**src/include/pfps_pkg.sv**
```systemverilog
package pfps_pkg;

  // Register indices; byte address on the bus is four times the index
  localparam logic [7:0] PFPS_IDX_SNS_THIRD = 8'hD5;
  localparam logic [7:0] PFPS_IDX_SNS_UPPER = 8'hD6;
  localparam logic [7:0] PFPS_IDX_ADC_LOW = 8'hD9;
  localparam logic [7:0] PFPS_IDX_ADC_MID = 8'hDA;
  localparam logic [7:0] PFPS_IDX_ADC_HIGH = 8'hDB;
  localparam logic [7:0] PFPS_IDX_ADC_TOP = 8'hDC;
  localparam logic [7:0] PFPS_IDX_PU_A = 8'hDD;
  localparam logic [7:0] PFPS_IDX_PU_B = 8'hDE;
  localparam logic [7:0] PFPS_IDX_PU_C = 8'hDF;

  // Storage slots
  localparam int PFPS_NREG = 9;
  localparam logic [3:0] PFPS_SLOT_SNS_THIRD = 4'h0;
  localparam logic [3:0] PFPS_SLOT_SNS_UPPER = 4'h1;
  localparam logic [3:0] PFPS_SLOT_ADC_LOW = 4'h2;
  localparam logic [3:0] PFPS_SLOT_ADC_MID = 4'h3;
  localparam logic [3:0] PFPS_SLOT_ADC_HIGH = 4'h4;
  localparam logic [3:0] PFPS_SLOT_ADC_TOP = 4'h5;
  localparam logic [3:0] PFPS_SLOT_PU_A = 4'h6;
  localparam logic [3:0] PFPS_SLOT_PU_B = 4'h7;
  localparam logic [3:0] PFPS_SLOT_PU_C = 4'h8;

  localparam logic [PFPS_NREG-1:0][7:0] PFPS_IDX_TAB = {
    PFPS_IDX_PU_C, PFPS_IDX_PU_B, PFPS_IDX_PU_A, PFPS_IDX_ADC_TOP, PFPS_IDX_ADC_HIGH,
    PFPS_IDX_ADC_MID, PFPS_IDX_ADC_LOW, PFPS_IDX_SNS_UPPER, PFPS_IDX_SNS_THIRD};

  // Implemented bits of each register
  localparam logic [7:0] PFPS_MASK_FULL = 8'hFF;
  localparam logic [7:0] PFPS_MASK_PAIR = 8'h03;
  localparam logic [PFPS_NREG-1:0][7:0] PFPS_MASK_TAB = {
    PFPS_MASK_FULL, PFPS_MASK_FULL, PFPS_MASK_PAIR, PFPS_MASK_PAIR, PFPS_MASK_FULL,
    PFPS_MASK_FULL, PFPS_MASK_FULL, PFPS_MASK_PAIR, PFPS_MASK_FULL};

  // Reset values
  localparam logic [7:0] PFPS_RST_SNS_THIRD = 8'h00;
  localparam logic [7:0] PFPS_RST_SNS_UPPER = 8'h00;
  localparam logic [7:0] PFPS_RST_ADC_LOW = 8'h00;
  localparam logic [7:0] PFPS_RST_ADC_MID = 8'h00;
  localparam logic [7:0] PFPS_RST_ADC_HIGH = 8'h00;
  localparam logic [7:0] PFPS_RST_ADC_TOP = 8'h00;
  localparam logic [7:0] PFPS_RST_PU_A = 8'h00;
  localparam logic [7:0] PFPS_RST_PU_B = 8'h00;
  localparam logic [7:0] PFPS_RST_PU_C = 8'h00;
  localparam logic [PFPS_NREG-1:0][7:0] PFPS_RST_TAB = {
    PFPS_RST_PU_C, PFPS_RST_PU_B, PFPS_RST_PU_A, PFPS_RST_ADC_TOP, PFPS_RST_ADC_HIGH,
    PFPS_RST_ADC_MID, PFPS_RST_ADC_LOW, PFPS_RST_SNS_UPPER, PFPS_RST_SNS_THIRD};

  // AXI responses
  localparam logic [1:0] PFPS_RESP_OKAY = 2'h0;
  localparam logic [1:0] PFPS_RESP_SLVERR = 2'h2;

  // Pad and analog-switch controls
  typedef struct packed {
    logic [9:0] sensor_route;
    logic [25:0] analog_route;
    logic [1:0] port_a_pullup;
    logic [7:0] port_b_pullup;
    logic [7:0] port_c_pullup;
  } pfps_pad_ctrl_t;

  typedef struct packed {
    logic [PFPS_NREG-1:0][7:0] regs;
    logic aw_rdy;
    logic w_rdy;
    logic aw_got;
    logic w_got;
    logic wr_hit;
    logic [3:0] wr_slot;
    logic [31:0] wdata;
    logic [3:0] wstrb;
    logic bvalid;
    logic [1:0] bresp;
    logic ar_rdy;
    logic rvalid;
    logic [1:0] rresp;
    logic [31:0] rdata;
    logic rd_hit;
    logic [3:0] rd_slot;
  } pfps_state_t;

endpackage

```
**src/rtl/pfps_top.sv**
```systemverilog
// Overview of operation
// Third sensor register bits select channels 16-23
// Sensor bit one routes pin to sensing
// Upper sensor register bits 1:0 select 24,25
// Analog bit one gives pin to converter
// Analog low/high registers map inputs 0-7, 16-23
// Analog mid register maps inputs 8-15
// Analog top register bits 1:0 select 24,25
// Port A pull-up: two bits, one pin each
// Port B pull-up: eight bits, one pin each
// Port C pull-up: eight bits, one pin each
// Unused bits read zero; selects act independently
//
// Implementation choice: the AXI4-Lite interface to the registers.
module pfps_top
  import pfps_pkg::*;
#(
  parameter int ADDR_W = 12
) (
  input wire logic sys_clk_i,
  input wire logic resetn_i,
  input wire logic [ADDR_W-1:0] s_axi_awaddr_i,
  input wire logic [2:0] s_axi_awprot_i,
  input wire logic s_axi_awvalid_i,
  output logic s_axi_awready_o,
  input wire logic [31:0] s_axi_wdata_i,
  input wire logic [3:0] s_axi_wstrb_i,
  input wire logic s_axi_wvalid_i,
  output logic s_axi_wready_o,
  output logic [1:0] s_axi_bresp_o,
  output logic s_axi_bvalid_o,
  input wire logic s_axi_bready_i,
  input wire logic [ADDR_W-1:0] s_axi_araddr_i,
  input wire logic [2:0] s_axi_arprot_i,
  input wire logic s_axi_arvalid_i,
  output logic s_axi_arready_o,
  output logic [31:0] s_axi_rdata_o,
  output logic [1:0] s_axi_rresp_o,
  output logic s_axi_rvalid_o,
  input wire logic s_axi_rready_i,
  output pfps_pad_ctrl_t pad_ctrl_o
);

  generate
    if (ADDR_W < 10 || ADDR_W > 32) begin : g_bad_addr_w
      $error("ADDR_W must lie between 10 and 32");
    end
  endgenerate

  pfps_state_t st;
  pfps_state_t next_st;

  // Address decode, shared by read and write paths
  function automatic logic [4:0] decode_slot(input logic [ADDR_W-1:0] addr);
    logic [4:0] res;
    res = 5'h00;
    for (int i = 0; i < PFPS_NREG; i++) begin
      if (addr == ADDR_W'({PFPS_IDX_TAB[i], 2'b00})) begin
        res = {1'b1, 4'(i)};
      end
    end
    return res;
  endfunction

  logic [4:0] aw_dec;
  logic [4:0] ar_dec;

  always_comb begin
    aw_dec = decode_slot(s_axi_awaddr_i);
    ar_dec = decode_slot(s_axi_araddr_i);
  end

  always_comb begin
    next_st = st;
    // Address and data are taken independently, in either order
    if (s_axi_awvalid_i && st.aw_rdy) begin
      next_st.aw_got = 1'b1;
      next_st.aw_rdy = 1'b0;
      next_st.wr_hit = aw_dec[4];
      next_st.wr_slot = aw_dec[3:0];
    end
    if (s_axi_wvalid_i && st.w_rdy) begin
      next_st.w_got = 1'b1;
      next_st.w_rdy = 1'b0;
      next_st.wdata = s_axi_wdata_i;
      next_st.wstrb = s_axi_wstrb_i;
    end
    if (next_st.aw_got && next_st.w_got && !st.bvalid) begin
      next_st.aw_got = 1'b0;
      next_st.w_got = 1'b0;
      next_st.bvalid = 1'b1;
      next_st.bresp = next_st.wr_hit ? PFPS_RESP_OKAY : PFPS_RESP_SLVERR;
      // Only lane 0 carries register data; unimplemented bits never store
      if (next_st.wr_hit && next_st.wstrb[0]) begin
        next_st.regs[next_st.wr_slot] = next_st.wdata[7:0] & PFPS_MASK_TAB[next_st.wr_slot];
      end
    end
    // Channels stay closed until the response is taken: one write at a time
    if (st.bvalid && s_axi_bready_i) begin
      next_st.bvalid = 1'b0;
      next_st.aw_rdy = 1'b1;
      next_st.w_rdy = 1'b1;
    end
    if (s_axi_arvalid_i && st.ar_rdy) begin
      next_st.ar_rdy = 1'b0;
      next_st.rvalid = 1'b1;
      next_st.rd_hit = ar_dec[4];
      next_st.rd_slot = ar_dec[3:0];
      next_st.rresp = ar_dec[4] ? PFPS_RESP_OKAY : PFPS_RESP_SLVERR;
      next_st.rdata = ar_dec[4] ? {24'h000000, st.regs[ar_dec[3:0]] & PFPS_MASK_TAB[ar_dec[3:0]]} : 32'h00000000;
    end
    if (st.rvalid && s_axi_rready_i) begin
      next_st.rvalid = 1'b0;
      next_st.ar_rdy = 1'b1;
    end
  end

  always_ff @(posedge sys_clk_i or negedge resetn_i) begin
    if (!resetn_i) begin
      st <= '0;
      st.regs <= PFPS_RST_TAB;
      st.aw_rdy <= 1'b1;
      st.w_rdy <= 1'b1;
      st.ar_rdy <= 1'b1;
    end else begin
      st <= next_st;
    end
  end

  always_comb begin
    s_axi_awready_o = st.aw_rdy;
    s_axi_wready_o = st.w_rdy;
    s_axi_bvalid_o = st.bvalid;
    s_axi_bresp_o = st.bresp;
    s_axi_arready_o = st.ar_rdy;
    s_axi_rvalid_o = st.rvalid;
    s_axi_rresp_o = st.rresp;
    s_axi_rdata_o = st.rdata;
  end

  // Each control bit drives its own switch; several may be on at once
  always_comb begin
    pad_ctrl_o.sensor_route = {st.regs[PFPS_SLOT_SNS_UPPER][1:0], st.regs[PFPS_SLOT_SNS_THIRD]};
    pad_ctrl_o.analog_route = {st.regs[PFPS_SLOT_ADC_TOP][1:0], st.regs[PFPS_SLOT_ADC_HIGH],
                               st.regs[PFPS_SLOT_ADC_MID], st.regs[PFPS_SLOT_ADC_LOW]};
    pad_ctrl_o.port_a_pullup = st.regs[PFPS_SLOT_PU_A][1:0];
    pad_ctrl_o.port_b_pullup = st.regs[PFPS_SLOT_PU_B];
    pad_ctrl_o.port_c_pullup = st.regs[PFPS_SLOT_PU_C];
  end
endmodule // pfps_top

```
**config.mk**
```make
export PLATFORM = sky130hd
export DESIGN_NAME = pfps_top
export DESIGN_NICKNAME = d
export VERILOG_FILES = /design/src/include/pfps_pkg.sv /design/src/rtl/pfps_top.sv
export SDC_FILE = /design/constraint.sdc
export NUM_CORES = 1
export LEC_CHECK = 0
export BUFFER_PORTS_ARGS = -buffer_cell sky130_fd_sc_hd__buf_2
export CAP_MARGIN = 30
export CORE_MARGIN = 2
export CORE_UTILIZATION = 53
export CTS_CLUSTER_DIAMETER = 120
export DETAILED_ROUTE_END_ITERATION = 8
export HOLD_SLACK_MARGIN = 0.02
export PLACE_DENSITY = 0.86
export SKIP_LAST_GASP = 1
export SYNTH_ARGS = -nofsm -noshare
export SYNTH_HDL_FRONTEND = slang
export SYNTH_SLANG_ARGS = --single-unit
```
**constraint.sdc**
```tcl
create_clock -name sys_clk_i -period 2.55 [get_ports sys_clk_i]
set_input_delay 0.3825 -clock sys_clk_i [delete_from_list [all_inputs] [get_ports sys_clk_i]]
set_output_delay 0.3825 -clock sys_clk_i [all_outputs]
set_load 0.02 [all_outputs]
```
==> reports/metrics.cfg, run 1 <==
[routing]
drc = 0
wl_per_cell_um = 18.4
vias_per_cell = 5.65
wl_mm = 14.1
ant_nets = 0
vias = 4337
drtIter0Drc = 266
drt_pre_antenna_iters = 5

[timing]
finClkSkew_ns = 0.0145
holdWs_ns = 0.180
post-route-period-util = 0.976
fmax_mhz = 402
setup_viol_count_final = 0
slew_headroom = 0.645
min_period_ns = 2.49
hold_viol = 0
slew_violations = 0
tightestPinTransition_ns = 0.532

[grt]
track_usage = 0.239
grt_pass1_vias = 4373
gr-total-overflow = 0
antenna_found_initial = 0
grt_max_degree = 45
grt_pass1_wl_mm = 21.8

[synthesis]
synth.area.top_cells = dfrtp_1 (42%), mux2_2 (15%), buf_4 (11%), mux2i_1 (2.9%), nand2_1 (1.7%)
synth-edff-count = 0
yosys.area.top_type = dfrtp_1
synth_area_um2 = 5920
ys_async_sr_fraction = 1.00
synthDistinctLibCells = 73
synth_warnings = 0
synth-main-ff-cell = dfrtp_1
synthCells = 529
synth_seq_cells = 103
synth.top_cell.area_share = 0.423
ys_seq_area_frac = 0.436
synth.avg_cell_area_um2 = 11.2

[placement]
gp_congestion = 0.914
numPlacedInstances = 746
placed_cell_area_um2 = 6420
io_buffers = 108
dp.final_hpwl_mm = 10.6

[pwr]
power_density_nw_per_um2 = 578
p_clk_frac = 0.253
ir_worst_vdd_v = 0.000453
swShare = 0.348
p_comb_frac = 0.261
switching_power_mw = 1.35
p_leak_nw = 3.43
p_int_mw = 2.53
p_seq_frac = 0.486

[critical_path]
critPathLaunchType = input pin
crit_slowest_cell = or4_4
cp_max_fo = 7
crit_path_end_kind = flip-flop
cp.arrival_ns = 2.75
cp_top_family = simple AND/OR/NAND/NOR gates
slowest_delay_ns = 0.49
worst-path-buf-inv = 3
required_ns = 2.81
crit_type = in2reg
worstPathCellList = buf_2 > nor4b_4 > nand2_1 > or4_4 > o21a_4 > inv_2 > ha_4 > nand3_2 > nor3b_4 > buf_12 > mux2_2

[finish]
final_area_um2 = 6710
drive_gt1_frac = 0.467
final_cells = 768
num-nets-final = 701
syn_to_final_growth_pct = 13.3
diodes = 0

[clock_network]
htreeDepth = 3
cts_buffers = 9
cts_sinks = 103
cts_tree = done
root_buffer = clkbuf_8
clock_latency_ns = 0.38
cts_max_path_buffers = 2
path_clk_slew_ns = 0.10

[worst_hold_path]
min_path_type = in2reg

[die]
core-area_um2 = 10900
die_area_um2 = 12000
io-pin-count = 168
die_y_um = 110
die_w_um = 110
start_util = 0.543
rows = 38

[job]
max-cap-violations = 0

[outcome]
status = complete, no violations

-- sequential cells by signal, summed over array words and instances, names as in the netlist --
register,count
s_axi_arready_o,1
s_axi_awready_o,1
s_axi_rvalid_o,1
s_axi_rdata_o,8
s_axi_bresp_o,1
st,34
pad_ctrl_o,54
s_axi_bvalid_o,1
s_axi_rresp_o,1
s_axi_wready_o,1
-- power by group through the flow --
stage	registers (mW)	logic, mW	clock network, mW
floorplan	1.93	0.642	0
global placement	1.91	0.957	0
detailed placement	1.92	0.997	0
CTS	1.89	1.01	0.996
global route	1.90	1.11	1.05
finish	1.88	1.01	0.983
-- routing by layer --
metal | part of all wire | track usage | up-vias
met5 | 0 | 0 | -
met4 | 0.027 | 0.104 | 0
met3 | 0.064 | 0.0332 | 30
met2 | 0.50 | 0.414 | 210
met1 | 0.40 | 0.299 | 2141
li1 | - | - | 1956
-- stage by stage --
stage | setup slack, ns | setup TNS [ns] | utilization | power (mW)
4_1_cts | 0.0625 | 0 | 0.608 | 3.89
3_5_place_dp | -0.321 | -12.54 | 0.590 | 2.92
5_1_grt | -0.0142 | -0.0309 | 0.616 | 4.07
3_3_place_gp | -0.272 | -9.46 | 0.590 | 2.87
2_1_floorplan | -0.0719 | -0.532 | - | 2.57
6_report | 0.0603 | 0 | 0.616 | 3.88
-- cell type report --
type	count	area, um^2
fillers	896	4180
multi-input cells	321	2640
flip-flops and latches	103	2580
repair buffers	164	1040
well taps	140	175
clock buffers	10	128
inverters	24	90.1
clock inverters	6	53.8
-- timing repair --
item	4_1_cts	5_1_grt
endpoints found under the hold margin	36	0
setup buffers	0	5
setup endpoints to repair	0	29
hold buffers	1	0
resized for setup	0	5
-- cells in the final DEF, fill, tap and decap left out, drive strengths merged, types with 3 or more instances in the layout --
cell / Yosys / routed
nand3: 8 / 8
clkbuf: 5 / 10
a21oi: 12 / 12
nand4: 4 / 4
nor3: 5 / 5
buf: 101 / 163
a22oi: 9 / 9
nand3b: 3 / 3
dfstp: 3 / 3
a21o: 3 / 3
nor2: 21 / 21
o31ai: 5 / 5
o211ai: 4 / 4
mux2i: 17 / 17
a211oi: 9 / 9
ha: 5 / 5
inv: 24 / 27
o22ai: 9 / 9
nor4: 3 / 3
nor3b: 4 / 4
nand2: 29 / 29
dfrtp: 100 / 100
conb: 1 / 26
and2: 10 / 10
xor2: 4 / 4
mux2: 77 / 77
o21ai: 9 / 9
nor2b: 3 / 3
-- worst reg2reg max path, stage by stage, from the launching register on --
cell and delay, ns:
dfstp_2 0.57, nand2_2 0.16, nand2_1 0.14, o21a_4 0.15
buf_4 0.10, buf_4 0.09, ha_1 0.15, nand3_1 0.13
nor3b_4 0.27, buf_12 0.17, mux2_2 0.33
-- synth_stat cells, types with 4 or more instances --
| cell | n |
|---|---|
| nor3_1 | 5 |
| a22oi_1 | 9 |
| a21oi_1 | 12 |
| nor2_1 | 21 |
| buf_2 | 10 |
| clkbuf_1 | 5 |
| mux2i_1 | 17 |
| nand3_1 | 7 |
| o31ai_1 | 4 |
| o22ai_1 | 9 |
| nand2_1 | 27 |
| dfrtp_1 | 100 |
| mux2_2 | 77 |
| a211oi_1 | 8 |
| o21ai_0 | 7 |
| o211ai_1 | 4 |
| and2_1 | 9 |
| inv_1 | 24 |
| ha_1 | 5 |
| buf_4 | 90 |
-- path summary, 6_finish.rpt --
path / from / to / slack, ns / cells after the start
worst max-delay path: s_axi_awaddr_i[7] / pad_ctrl_o[12] / 0.06 / 11
worst min-delay path: s_axi_awvalid_i / s_axi_awready_o / 0.18 / 2
worst max register to register: s_axi_awready_o / st[141] / 0.17 / 10
worst min register to register: st[44] / st[44] / 0.49 / 1
max in group asynchronous: resetn_i / s_axi_rdata_o[4] / 1.33 / 3
min in group asynchronous: resetn_i / st[48] / 0.52 / 2
-- cells by family after synthesis --
logic type      synth area share
simple gates               0.118
buf+inv                    0.143
other cells             0.000634
compound gates             0.106
xor+xnor                  0.0102
flops                      0.436
fa+ha+maj                 0.0106
mux                        0.175
Note: power is estimated with default switching activity, not from simulation.
==> run 2: changes to the inputs <==
--- a/config.mk
+++ b/config.mk
@@ -8,11 +8,12 @@
 export BUFFER_PORTS_ARGS = -buffer_cell sky130_fd_sc_hd__buf_2
 export CAP_MARGIN = 30
 export CORE_MARGIN = 2
-export CORE_UTILIZATION = 53
+export CORE_UTILIZATION = 54
+export CTS_BUF_LIST = sky130_fd_sc_hd__clkbuf_4
 export CTS_CLUSTER_DIAMETER = 120
 export DETAILED_ROUTE_END_ITERATION = 8
 export HOLD_SLACK_MARGIN = 0.02
-export PLACE_DENSITY = 0.86
+export PLACE_DENSITY = 0.87
 export SKIP_LAST_GASP = 1
 export SYNTH_ARGS = -nofsm -noshare
 export SYNTH_HDL_FRONTEND = slang
==> reports/metrics.cfg, run 2 (same netlist as run 1, synthesis figures left out) <==
[outcome]
status = complete, no violations

[die]
core-area_um2 = 10700  ; -1.3%
die_y_um = 109  ; -0.90%
die_w_um = 109  ; -0.90%
die_area_um2 = 11800  ; -1.8%
rows = 38  ; unchanged
io-pin-count = 168  ; unchanged
start_util = 0.551  ; +0.00721

[timing]
setup_viol_count_final = 0  ; unchanged
grt_setup_unrepaired = no
hold_viol = 0  ; unchanged
fmax_mhz = 414  ; +3.1%
post-route-period-util = 0.947  ; -0.0295
final.setup.worst_slack_ns = 0.135  ; +0.0751 ns
slew_headroom = 0.535  ; -0.110
finClkSkew_ns = 0.0245  ; +0.0100 ns
holdWs_ns = 0.0719  ; -0.108 ns
min_period_ns = 2.41  ; -0.0751 ns
slew_violations = 0  ; unchanged
tightestPinTransition_ns = 0.697  ; +0.165 ns

[finish]
largest_reg_flops = 54  ; unchanged
final_area_um2 = 6610  ; -1.4%
final_cell_mix = buf_2 (107), dfrtp_1 (100), mux2_2 (76)
utilization = 0.615  ; about the same
num-nets-final = 698  ; -0.43%
fillers = 869  ; -3.0%
final_common_cell = buf_2
drive_gt1_frac = 0.458  ; -0.00896
diodes = 0  ; unchanged
syn_to_final_growth_pct = 11.8

[grt]
met3_usage = 0.0454  ; +0.0122
grt_busiest_layer = met2
met1_usage = 0.311  ; +0.0120
grt_max_degree = 53  ; +18%
antenna_found_initial = 0  ; unchanged
grt_pass1_wl_mm = 23.1  ; +5.7%
gr-total-overflow = 0  ; unchanged
grt_use_met2 = 0.448  ; +0.0346
grt_pass1_vias = 4542  ; +3.9%
track_usage = 0.258  ; +0.0183

[clock_network]
path_clk_slew_ns = 0.17  ; +0.07 ns
cts_buffers = 9  ; unchanged
cts_tree = done
htreeDepth = 3  ; unchanged
root_buffer = clkbuf_4
cts_max_path_buffers = 2  ; unchanged
clock_latency_ns = 0.48  ; +0.10 ns
cts_sinks = 103  ; unchanged

[placement]
dp.final_hpwl_mm = 10.9  ; +2.5%
placed_cell_area_um2 = 6420  ; -0.12%
gp_congestion = 0.913  ; about the same
io_buffers = 108  ; unchanged
place_ws_ns = -0.314  ; +0.00713 ns

[critical_path]
worstPathCellList = nand2_2 > nand2_1 > o21a_1 > buf_4 > ha_1 > nand3_1 > nor3b_4 > buf_4 > mux2_2
path_common_cell = buf_4
required_ns = 2.92  ; +0.11 ns
cp_top_family = simple AND/OR/NAND/NOR gates
cp.arrival_ns = 2.79  ; +0.04 ns
critPathLaunchType = flip-flop
r2r_setup_slack_ns = 0.14  ; -0.03 ns
worst-path-buf-inv = 2  ; -1
crit_type = reg2reg
cp_max_fo = 10  ; +3
slowest_delay_ns = 0.59  ; +0.10 ns
crit_path_end_kind = flip-flop
crit_slowest_cell = dfstp_2

[routing]
drc = 0  ; unchanged
wl_mm = 14.6  ; +3.6%
drt_pre_antenna_iters = 4  ; -1
vias_per_cell = 5.75  ; +1.9%
wl_per_cell_um = 19.1  ; +4.0%
vias = 4400  ; +1.5%
drtIter0Drc = 410  ; +54%
ant_nets = 0  ; unchanged

[pwr]
power_density_nw_per_um2 = 578  ; about the same
ir_worst_vdd_v = 0.000384  ; -15%
p_leak_nw = 3.40  ; -0.89%

[job]
max-cap-violations = 0  ; unchanged

[worst_hold_path]
min_path_type = in2reg

-- run 2: path summary, 6_finish.rpt --
path                                  startpoint                to  depth (start not counted)
worst max-delay path             s_axi_awready_o           st[144]                          9
worst min-delay path             s_axi_awvalid_i   s_axi_awready_o                          2
worst max register to register   s_axi_awready_o           st[144]                          9
worst min register to register  s_axi_rdata_o[4]  s_axi_rdata_o[4]                          2
max in group asynchronous               resetn_i   s_axi_awready_o                          3
min in group asynchronous               resetn_i    pad_ctrl_o[44]                          2
-- run 2: layout make-up --
| type | instances | area (um^2) | share of cell area |
|---|---|---|---|
| multi-input cells | 321 | 2610 | 0.395 |
| flip-flops and latches | 103 | 2580 | 0.390 |
| repair buffers | 161 | 1010 | 0.152 |
| well taps | 140 | 175 | 0.0265 |
| inverters | 24 | 90.1 | 0.0136 |
| clock buffers | 10 | 75.1 | 0.0114 |
| clock inverters | 6 | 75.1 | 0.0114 |
-- run 2: metrics by stage --
stage          std cells  TNS, ns  total power [mW]
6_report             765        0              3.82
3_3_place_gp         745    -8.28              2.87
3_5_place_dp         745   -13.62              2.92
2_1_floorplan        554   -0.532              2.57
5_1_grt              765        0              4.00
4_1_cts              762        0              3.82
-- run 2: per-layer routing --
layer  up-vias  wire [um]
met1      2217       5720
met2       209       7510
li1       1939          -
met5         -          0
met3        35        985
met4         0        429
-- run 2: power by group --
group	leakage, nW	internal (mW)	switching (mW)
Clock	0.0799	0.328	0.596
Combinational	1.92	0.357	0.652
Sequential	1.39	1.80	0.0937
Total	3.40	2.48	1.34
-- run 2: repair_timing --
item,4_1_cts,5_1_grt
setup buffers,0,3
resized for setup,0,0
setup endpoints to repair,0,15
hold buffers,1,0
hold endpoints to repair,50,0
